$ cat src/design/wdt_consts.svh
// Summary of operation
// - timeout interval comes from a selectable tap of a system-clock divider chain.
// - 512 clocks before timeout set the interrupt flag; reset the processor only if enabled.
// - interrupt request only while flag, watchdog enable and global enable are set.
// - timeout reset and timeout interrupt act independently of each other.
// - global interrupt enable is bit 7 of interrupt_enable; 1 enables all.
// - control bits: flag 3, cause 2, reset enable 1, restart 0; reset zero.
// - software writing the flag to 1 acts like a hardware timeout.
// - clearing the interrupt flag works only through the timed-access unlock.
// - interrupt goes to vector 0x63, natural priority 11; no auto clear.
// - restart before timeout clears the count so timing starts from zero.
// - timeout with reset enabled and no restart asserts a processor reset.
// - the restart bit clears itself and always reads back as zero.
// - a watchdog reset sets the cause flag; it stays until software clears it.
// - interval field in bits 7:6 of clock_control_reg selects the timeout.
// - interrupt flag is set 512 clocks before the reset point.
// - a watchdog reset does not stop the watchdog; count restarts from zero.
`ifndef WDT_CONSTS_SVH
`define WDT_CONSTS_SVH

// register byte offsets
`define WDT_OFS_IE 8'hA8
`define WDT_OFS_CLK 8'hB0
`define WDT_OFS_CTRL 8'hD8
`define WDT_OFS_EIE 8'hE8
`define WDT_OFS_EIP 8'hF8

// field positions
`define WDT_IE_GLOBAL 7
`define WDT_EIE_WDOG 4
`define WDT_EIP_WDOG 4
`define WDT_CTL_IRQF 3
`define WDT_CTL_CAUSE 2
`define WDT_CTL_RSTEN 1
`define WDT_CTL_RESTART 0
`define WDT_CKC_SEL_HI 7
`define WDT_CKC_SEL_LO 6

// reset values
`define WDT_RST_BYTE 8'h00

// timing
`define WDT_FLAG_LEAD 512
`define WDT_TAP_BASE 17
`define WDT_TAP_STEP 3

// interrupt dispatch
`define WDT_IRQ_VECTOR 8'h63
`define WDT_IRQ_NATPRIO 4'hB

`endif

$ cat src/design/wdt_pkg.sv
package wdt_pkg;

  // interrupt request bundle towards the interrupt controller
  typedef struct packed {
    logic req;
    logic highPrio;
    logic [7:0] vector;
    logic [3:0] natPrio;
  } wdt_irq_t;

  // watchdog control bits held by hardware
  typedef struct packed {
    logic irqFlag;
    logic causeFlag;
    logic resetEn;
  } wdt_ctrl_t;

endpackage : wdt_pkg

$ cat src/design/wdt_unit.sv
`timescale 1ns/1ps
`include "wdt_consts.svh"

module wdt_unit #(
  parameter int TAP_BASE = `WDT_TAP_BASE,
  parameter int TAP_STEP = `WDT_TAP_STEP,
  parameter int CNT_W = TAP_BASE + 3 * TAP_STEP + 1
) (
  // clock and reset
  input wire logic clk_sys,
  input wire logic rst_b,
  // apb slave
  input wire logic psel,
  input wire logic penable,
  input wire logic pwrite,
  input wire logic [7:0] paddr,
  input wire logic [31:0] pwdata,
  output logic [31:0] prdata,
  output logic pready,
  output logic pslverr,
  // timed-access unlock pulse
  input wire logic taUnlock,
  // watchdog results
  output logic cpuReset,
  output wdt_pkg::wdt_irq_t irqOut
);

  // tap value of the divider chain for an interval select code
  function automatic logic [CNT_W-1:0] tapLimit(input logic [1:0] sel);
    int shiftAmt;
    shiftAmt = TAP_BASE + TAP_STEP * int'(sel);
    tapLimit = CNT_W'(1) << shiftAmt;
  endfunction : tapLimit

  // address decode for one register offset
  function automatic logic regHit(input logic [7:0] addr, input logic [7:0] ofs);
    regHit = (addr == ofs);
  endfunction : regHit

  // true for any implemented register address
  function automatic logic isMapped(input logic [7:0] addr);
    isMapped = (addr == `WDT_OFS_IE) || (addr == `WDT_OFS_CLK) ||
               (addr == `WDT_OFS_CTRL) || (addr == `WDT_OFS_EIE) ||
               (addr == `WDT_OFS_EIP);
  endfunction : isMapped

  // reset synchroniser stages
  logic rstMeta_b;
  logic rstSync_b;

  // software-visible register storage
  logic [7:0] ieReg_r;
  logic [7:0] eieReg_r;
  logic [7:0] eipReg_r;
  logic [7:0] clkCtlReg_r;
  wdt_pkg::wdt_ctrl_t ctrl_r;
  logic unlockArmed_r;

  // watchdog count
  logic [CNT_W-1:0] count_r;
  logic [CNT_W-1:0] count_nxt;

  // registered outputs
  logic [31:0] prdata_r;
  logic pslverr_r;
  logic cpuReset_r;
  wdt_pkg::wdt_irq_t irq_r;

  // decoded and derived values
  logic [7:0] rdMux;
  logic [1:0] intervalSel;
  logic [CNT_W-1:0] limitVal;
  logic [CNT_W-1:0] flagPoint;

  // protected write and timeout event strobes
  logic ctrlWrOk;
  logic restartReq;
  logic reachLimit;
  logic flagHit;
  logic resetHit;

  // reset release through two flops
  always_ff @(posedge clk_sys or negedge rst_b) begin
    if (!rst_b) begin
      rstMeta_b <= 1'b0;
      rstSync_b <= 1'b0;
    end else begin
      rstMeta_b <= 1'b1;
      rstSync_b <= rstMeta_b;
    end
  end

  // apb phase and write strobes
  logic setupPh;
  logic accessWr;
  logic wrIe;
  logic wrClk;
  logic wrCtrl;
  logic wrEie;
  logic wrEip;

  assign setupPh = psel & ~penable;
  assign accessWr = psel & penable & pwrite;
  assign wrIe = accessWr & regHit(paddr, `WDT_OFS_IE);
  assign wrClk = accessWr & regHit(paddr, `WDT_OFS_CLK);
  assign wrCtrl = accessWr & regHit(paddr, `WDT_OFS_CTRL);
  assign wrEie = accessWr & regHit(paddr, `WDT_OFS_EIE);
  assign wrEip = accessWr & regHit(paddr, `WDT_OFS_EIP);

  // a control write only lands while the unlock is armed
  assign ctrlWrOk = wrCtrl & unlockArmed_r;
  assign restartReq = ctrlWrOk & pwdata[`WDT_CTL_RESTART];

  // divider tap and the two event points derived from it
  assign intervalSel = clkCtlReg_r[`WDT_CKC_SEL_HI:`WDT_CKC_SEL_LO];
  assign limitVal = tapLimit(intervalSel);
  assign flagPoint = limitVal - CNT_W'(`WDT_FLAG_LEAD);

  // timeout events; an interval change below the count still hits via >=
  assign reachLimit = (count_r >= limitVal);
  assign flagHit = (count_r == flagPoint) & ~restartReq;
  assign resetHit = reachLimit & ctrl_r.resetEn & ~restartReq;

  // no wait states, so the slave is always ready
  assign pready = 1'b1;

  // output ports follow their registers
  assign prdata = prdata_r;
  assign pslverr = pslverr_r;
  assign cpuReset = cpuReset_r;
  assign irqOut = irq_r;

  // read multiplexer; unused control bits and restart read zero
  always_comb begin
    rdMux = 8'h00;
    case (paddr)
      `WDT_OFS_IE: rdMux = ieReg_r;
      `WDT_OFS_CLK: rdMux = clkCtlReg_r;
      `WDT_OFS_CTRL: begin
        rdMux[`WDT_CTL_IRQF] = ctrl_r.irqFlag;
        rdMux[`WDT_CTL_CAUSE] = ctrl_r.causeFlag;
        rdMux[`WDT_CTL_RSTEN] = ctrl_r.resetEn;
        rdMux[`WDT_CTL_RESTART] = 1'b0;
      end
      `WDT_OFS_EIE: rdMux = eieReg_r;
      `WDT_OFS_EIP: rdMux = eipReg_r;
      default: rdMux = 8'h00;
    endcase
  end

  // read data is captured in the setup cycle and held until the next one
  always_ff @(posedge clk_sys or negedge rstSync_b) begin
    if (!rstSync_b) begin
      prdata_r <= 32'h0000_0000;
    end else if (setupPh) begin
      prdata_r <= {24'h00_0000, rdMux};
    end
  end

  // bus error for an unmapped offset, captured alongside the read data
  always_ff @(posedge clk_sys or negedge rstSync_b) begin
    if (!rstSync_b) begin
      pslverr_r <= 1'b0;
    end else if (setupPh) begin
      pslverr_r <= ~isMapped(paddr);
    end
  end

  // interrupt enable register, global enable in bit 7
  always_ff @(posedge clk_sys or negedge rstSync_b) begin
    if (!rstSync_b) begin
      ieReg_r <= `WDT_RST_BYTE;
    end else if (wrIe) begin
      ieReg_r <= pwdata[7:0];
    end
  end

  // extended enable register, watchdog enable in bit 4
  always_ff @(posedge clk_sys or negedge rstSync_b) begin
    if (!rstSync_b) begin
      eieReg_r <= `WDT_RST_BYTE;
    end else if (wrEie) begin
      eieReg_r <= pwdata[7:0];
    end
  end

  // extended priority register, watchdog priority in bit 4
  always_ff @(posedge clk_sys or negedge rstSync_b) begin
    if (!rstSync_b) begin
      eipReg_r <= `WDT_RST_BYTE;
    end else if (wrEip) begin
      eipReg_r <= pwdata[7:0];
    end
  end

  // clock control register holding the interval select
  always_ff @(posedge clk_sys or negedge rstSync_b) begin
    if (!rstSync_b) begin
      clkCtlReg_r <= `WDT_RST_BYTE;
    end else if (wrClk) begin
      clkCtlReg_r <= pwdata[7:0];
    end
  end

  // unlock: armed by the pulse, spent by one control write
  always_ff @(posedge clk_sys or negedge rstSync_b) begin
    if (!rstSync_b) begin
      unlockArmed_r <= 1'b0;
    end else if (taUnlock) begin
      unlockArmed_r <= 1'b1;
    end else if (wrCtrl) begin
      unlockArmed_r <= 1'b0;
    end
  end

  // free-running count, cleared by restart or at the reset point
  always_comb begin
    if (restartReq || reachLimit) begin
      count_nxt = '0;
    end else begin
      count_nxt = count_r + CNT_W'(1);
    end
  end

  // count register, cleared by the synchronised reset, otherwise loads count_nxt
  always_ff @(posedge clk_sys or negedge rstSync_b) begin
    if (!rstSync_b) begin
      count_r <= '0;
    end else begin
      count_r <= count_nxt;
    end
  end

  // interrupt flag: hardware set wins over a software clear
  always_ff @(posedge clk_sys or negedge rstSync_b) begin
    if (!rstSync_b) begin
      ctrl_r.irqFlag <= 1'b0;
    end else if (flagHit) begin
      ctrl_r.irqFlag <= 1'b1;
    end else if (ctrlWrOk) begin
      ctrl_r.irqFlag <= pwdata[`WDT_CTL_IRQF];
    end
  end

  // reset-cause flag: set by a watchdog reset, kept until cleared
  always_ff @(posedge clk_sys or negedge rstSync_b) begin
    if (!rstSync_b) begin
      ctrl_r.causeFlag <= 1'b0;
    end else if (resetHit) begin
      ctrl_r.causeFlag <= 1'b1;
    end else if (ctrlWrOk) begin
      ctrl_r.causeFlag <= pwdata[`WDT_CTL_CAUSE];
    end
  end

  // reset enable, only through an unlocked write
  always_ff @(posedge clk_sys or negedge rstSync_b) begin
    if (!rstSync_b) begin
      ctrl_r.resetEn <= 1'b0;
    end else if (ctrlWrOk) begin
      ctrl_r.resetEn <= pwdata[`WDT_CTL_RSTEN];
    end
  end

  // one-cycle processor reset pulse
  always_ff @(posedge clk_sys or negedge rstSync_b) begin
    if (!rstSync_b) begin
      cpuReset_r <= 1'b0;
    end else begin
      cpuReset_r <= resetHit;
    end
  end

  // interrupt request level from the flag and both enables
  always_ff @(posedge clk_sys or negedge rstSync_b) begin
    if (!rstSync_b) begin
      irq_r.req <= 1'b0;
    end else begin
      irq_r.req <= ctrl_r.irqFlag & eieReg_r[`WDT_EIE_WDOG] &
                   ieReg_r[`WDT_IE_GLOBAL];
    end
  end

  // priority level follows the watchdog priority bit
  always_ff @(posedge clk_sys or negedge rstSync_b) begin
    if (!rstSync_b) begin
      irq_r.highPrio <= 1'b0;
    end else begin
      irq_r.highPrio <= eipReg_r[`WDT_EIP_WDOG];
    end
  end

  // fixed dispatch data, loaded once reset has been released
  always_ff @(posedge clk_sys or negedge rstSync_b) begin
    if (!rstSync_b) begin
      irq_r.vector <= 8'h00;
      irq_r.natPrio <= 4'h0;
    end else begin
      irq_r.vector <= `WDT_IRQ_VECTOR;
      irq_r.natPrio <= `WDT_IRQ_NATPRIO;
    end
  end

endmodule : wdt_unit

$ cat config.mk
export PLATFORM = sky130hd
export DESIGN_NAME = wdt_unit
export DESIGN_NICKNAME = d
export VERILOG_FILES = /design/src/design/wdt_pkg.sv /design/src/design/wdt_unit.sv
export VERILOG_INCLUDE_DIRS = /design/src /design/src/design
export SDC_FILE = /design/constraint.sdc
export NUM_CORES = 1
export LEC_CHECK = 0
export ABC_AREA = 0
export BUFFER_PORTS_ARGS = -buffer_cell sky130_fd_sc_hd__buf_2
export CAP_MARGIN = 30
export CORE_AREA = 3 3 110 112
export DETAILED_ROUTE_END_ITERATION = 8
export DIE_AREA = 0 0 113 115
export PLACE_DENSITY = 0.58
export SLEW_MARGIN = 0
export SYNTH_ARGS = -nofsm -noshare
export SYNTH_HDL_FRONTEND = slang
export SYNTH_SLANG_ARGS = --single-unit
$ cat constraint.sdc
create_clock -name clk_sys -period 3.4 [get_ports clk_sys]
set_input_delay 0.68 -clock clk_sys [delete_from_list [all_inputs] [get_ports clk_sys]]
set_output_delay 0.68 -clock clk_sys [all_outputs]
set_load 0.005 [all_outputs]
Word level (Yosys, flattened, before mapping)

Cells that the tools add are included.

$add $sub $neg: 3
$mul: 1
$lt $le $gt $ge: 1
Equality and inequality tests: 6
Shift operators: 1
Muxes and demuxes: 9
Bitwise gates (word level): 18
Reduce and logical (&&, ||, !) cells: 8

Operators by type and width:

| operator                                             | number |
|---|---|
| equality test 8 bit (second input constant)          | 5 |
| adder 27 x 1 -> 27 bit (second input constant)       | 1 |
| equality test 27 bit                                 | 1 |
| greater-or-equal comparator 27 bit                   | 1 |
| 2-to-1 mux 27 bit                                    | 1 |
| left shift 1 x 6 -> 27 bit (first input constant)    | 1 |
| subtractor 27 x 10 -> 27 bit (second input constant) | 1 |
| one-hot mux 4 bit (5 select lines)                   | 1 |
| one-hot mux 4 bit (4 select lines)                   | 1 |
| bitwise AND 1 bit                                    | 15 |
| adder 5 x 4 -> 6 bit (first input constant)          | 1 |
| 2-to-1 mux 1 bit                                     | 6 |
| nonzero test 2 bit                                   | 3 |
| logical OR 1 bit                                     | 5 |
| multiplier 2 x 2 -> 4 bit (first input constant)     | 1 |
| inverter 1 bit                                       | 3 |

Register bits after elaboration: 79
Output and inout bits: 49
Logic and storage cells: 65

Depth between registers and ports, before layout

Word-level depth: 8
Depth in mapped cells: 11
Mapped depth without buffers: 10

Worst setup path before layout

OpenSTA, ideal clock, no wires.

Kind: reg-to-reg
From: register clkCtlReg_r[6]
To: register count_r[10]
Setup time: 136 ps
Arrival time: 2397 ps
Setup slack: 867 ps
Cell stages (with the launch flop): 11
Buffers on the path: 2
Period minus slack after synthesis: 2533 ps
Cells stage by stage: dfrtp_1 > ha_1 > clkbuf_1 > nand3b_1 > ha_1 > nand2_1 > o21ai_0 > nand2_1 > a31oi_1 > clkbuf_1 > nor3_1

Word-level cells in the longest chain between the ends: 6

Ends and longest elaborated chain:

| item                               | line            | RTL |
|---|---|---|
| start, declared                    | wdt_unit.sv:55  | `logic [7:0] clkCtlReg_r;` |
| start signal, assigned             | wdt_unit.sv:199 | `` clkCtlReg_r <= `WDT_RST_BYTE; `` |
| start signal, assigned             | wdt_unit.sv:201 | `clkCtlReg_r <= pwdata[7:0];` |
| multiplier 2 x 2 -> 4 bit          | wdt_unit.sv:31  | `shiftAmt = TAP_BASE + TAP_STEP * int'(sel);` |
| adder 5 x 4 -> 6 bit               | wdt_unit.sv:31  |  |
| left shift 1 x 6 -> 27 bit         | wdt_unit.sv:32  | `tapLimit = CNT_W'(1) << shiftAmt;` |
| greater-or-equal comparator 27 bit | wdt_unit.sv:120 | `assign reachLimit = (count_r >= limitVal);` |
| logical OR 1 bit                   | wdt_unit.sv:218 | `if (restartReq \|\| reachLimit) begin` |
| 2-to-1 mux 27 bit                  | wdt_unit.sv:218 |  |
| via count_nxt[10]                  | wdt_unit.sv:61  | `logic [CNT_W-1:0] count_nxt;` |
| end signal, assigned               | wdt_unit.sv:230 | `count_r <= count_nxt;` |
| end, declared                      | wdt_unit.sv:60  | `logic [CNT_W-1:0] count_r;` |

The timed path passes the listed nets, and every way through them passes these cells.
A chain may end at the register's enable or synchronous reset.

Worst setup path after layout

From: register clkCtlReg_r[7]
To: register count_r[6]

The elaborated chain is that of the path after synthesis.

==> flow_summary.yaml <==
status:
  status: "finished clean"
synth:
  synth_area_leader_cell: "dfrtp_1"
  synth_seq_cells: 78
  synthFlopType: "dfrtp_1"
  synth-edff-count: 0
  yosys.cell_types.count: 49
  yosysWarnings: 0
  yosys.area_share.simple_pct: 18.4
  synth-adder-area-share_pct: 6.15
  synth_area_leaders: "dfrtp_1 (44%), mux2_2 (7.8%), buf_4 (6.2%)"
  async_reset_ff_share_pct: 100
  synth_top_family_by_area: "simple AND/OR/NAND/NOR gates"
  synth_mux_area_share_pct: 9.80
  ys_seq_area_share_pct: 43.6
  syn_area_um2: 4480
  synth_top_area_share_pct: 43.6
  synth_compound_area_share_pct: 7.09
  avgSynthCellArea_um2: 10.8
  synthCells: 416
  synth_xor_area_share_pct: 6.06
global_route:
  grt_usage_pct: 14.8
  overflow: 0
  grt_pass1_vias: 3044
  grt_pass1_wl_um: 15300
  antenna_found_initial: 0
  grt_max_degree: 69
timing:
  fmax_mhz: 392
  period_share_pct: 75.0
  rsz0062_at_grt: "no"
  slew_viol_final: 0
  setup_viol: 0
  min_period_ns: 2.55
  slew_headroom_pct: 48.4
  worst_pin_slew_ns: 0.773
  skew_ns: 0.00941
  setup_tns_ns: 0
  final_hold_viol_count: 0
clocking:
  cts_resized: 0
  cts-root-buf: "clkbuf_16"
  clk_pin_slew_worst_paths_ns: 0.06
  postCtsHoldBufs: 0
  htree_levels: 3
  cts_buffers: 9
  post_cts_buffers: 0
  clockBufferDepth: 2
  cts_tree: "yes"
  clock_sinks: 78
  clkLatencyLatePin_ns: 0.34
critical_path:
  cp_max_fo: 27
  cp_data_arrival_time_ns: 2.80
  crit_type: "flip-flop to flip-flop"
  worst_setup_path_end_kind: "flip-flop"
  required_ns: 3.64
  start_kind: "flip-flop"
routing:
  drc: 0
  via_count: 3083
  wire_per_inst_um: 15.3
  drt_first_pass_iters: 4
  wl_um: 9160
  via_per_inst: 5.14
  ant_nets: 0
  drtIter0Drc: 172
placed_design:
  dpl_cell_area_um2: 4690
  gp_congestion: 0.780
  dp_hpwl_um: 6430
  port_buffers: 40
floorplan:
  die_h_um: 115
  fp-row-count: 39
  io-pin-count: 95
  die_w_um: 113
  die_area_um2: 13000
  initial_core_util_pct: 39.6
  core_um2: 11300
finish:
  drive_gt1_share_pct: 22.8
  nets: 520
  design_area_um2: 4980
  nFillCells: 1082
  antenna_cells: 0
  layout_commonest_cell: "dfrtp_1"
  layout_common_cells: "dfrtp_1 (77), buf_2 (40), conb_1 (34)"
  area_delta_synth_final_pct: 11.2
power_and_ir_drop:
  power_density_nw_per_um2: 443
  peakVddDrop_mv: 0.311
  cellLeakagePower_nw: 2.43
job:
  timing.max_cap.violations: 0
min_path:
  hold_class: "primary input to asynchronous set/reset pin"
-- registers in the layout, indices dropped and copies added (netlist names) --
signal / cells
clkCtlReg_r: 8
eipReg_r: 8
prdata: 8
irqOut: 3
pslverr: 1
rstMeta_b: 1
unlockArmed_r: 1
eieReg_r: 8
cpuReset: 1
ctrl_r: 3
count_r: 27
ieReg_r: 8
rstSync_b: 1
-- power by group --
| part | total (mW) | switching, mW | internal (mW) |
|---|---|---|---|
| Combinational | 0.230 | 0.130 | 0.100 |
| Clock | 0.937 | 0.411 | 0.526 |
| Sequential | 1.04 | 0.0568 | 0.981 |
| Total | 2.20 | 0.597 | 1.61 |
-- cell type report --
cell class | instances | area [µm²] | area share (%)
clock buffer | 10 | 239 | 4.80
tap | 143 | 179 | 3.59
inverter | 11 | 41.3 | 0.829
timing repair buffer | 44 | 250 | 5.02
sequential | 78 | 1960 | 39.3
clock inverter | 6 | 52.6 | 1.06
multi-input combinational | 308 | 2260 | 45.4
-- logic make-up (layout without fill, tap and decap cells) --
| family | after synthesis | after routing |
|---|---|---|
| AOI/OAI and AO/OA | 49 | 49 |
| xor gates and xnor gates | 31 | 31 |
| adders and majority gates | 22 | 22 |
| buffers and inverters | 62 | 71 |
| DFF | 78 | 78 |
| muxes | 40 | 40 |
| other | 2 | 34 |
| and+or+nand+nor | 132 | 132 |
-- cell usage after synthesis (3+ instances only) --
cell	number
o22a_1	7
nor2_1	12
and4_1	5
o21ai_0	15
nand2_1	28
and3_1	9
nor2b_1	5
nand4_1	10
nor3_1	26
xnor2_1	9
mux2_2	31
buf_2	3
nand3b_1	3
nor4_1	3
a22oi_1	10
clkbuf_1	9
xor2_1	22
a21oi_1	8
dfrtp_1	78
nand3_1	11
mux2i_1	9
buf_4	37
inv_1	10
ha_1	22
-- metal layers --
metal  vias to the layer above  global-route usage, %  share of wire (%)
li1                       1486                      -                  -
met1                      1509                   21.2                 48
met2                        81                   22.7                 46
met3                         7                   2.95                4.5
met4                         0                   4.49                1.1
met5                         -                      0                  0
-- worst max-delay path: stages (launching register included) --
cell      delay, ns
dfrtp_1        0.46
inv_1          0.15
ha_1           0.33
nand3b_1       0.18
ha_1           0.21
a21o_1         0.15
a211oi_1       0.38
a31oi_2        0.13
buf_4          0.24
nor3_1         0.23
-- stage by stage --
stage          setup WS, ns  hold slack, ns  power (mW)  std cells  utilization [%]
3_5_place_dp          0.754           0.155        1.29        584             41.4
2_1_floorplan         0.867           0.331        1.24        448                -
4_1_cts               0.840           0.113        2.23        600             44.0
6_report              0.849           0.117        2.20        600             44.0
5_1_grt               0.625           0.112        2.32        600             44.0
3_3_place_gp          0.802           0.341        1.27        583             41.2
-- worst paths after layout --
check                               start             end  slack [ns]  cells past startpoint
max                        clkCtlReg_r[7]      count_r[6]        0.85                      9
min                                 rst_b       rstSync_b        0.12                      1
max reg2reg                clkCtlReg_r[7]      count_r[6]        0.85                      9
min reg2reg                     rstSync_b      count_r[0]        0.15                      0
max in group asynchronous       rstSync_b  clkCtlReg_r[6]        2.69                      1
min in group clk_sys            rstMeta_b       rstSync_b        0.36                      0
Power figures use the tool's default switching activity.
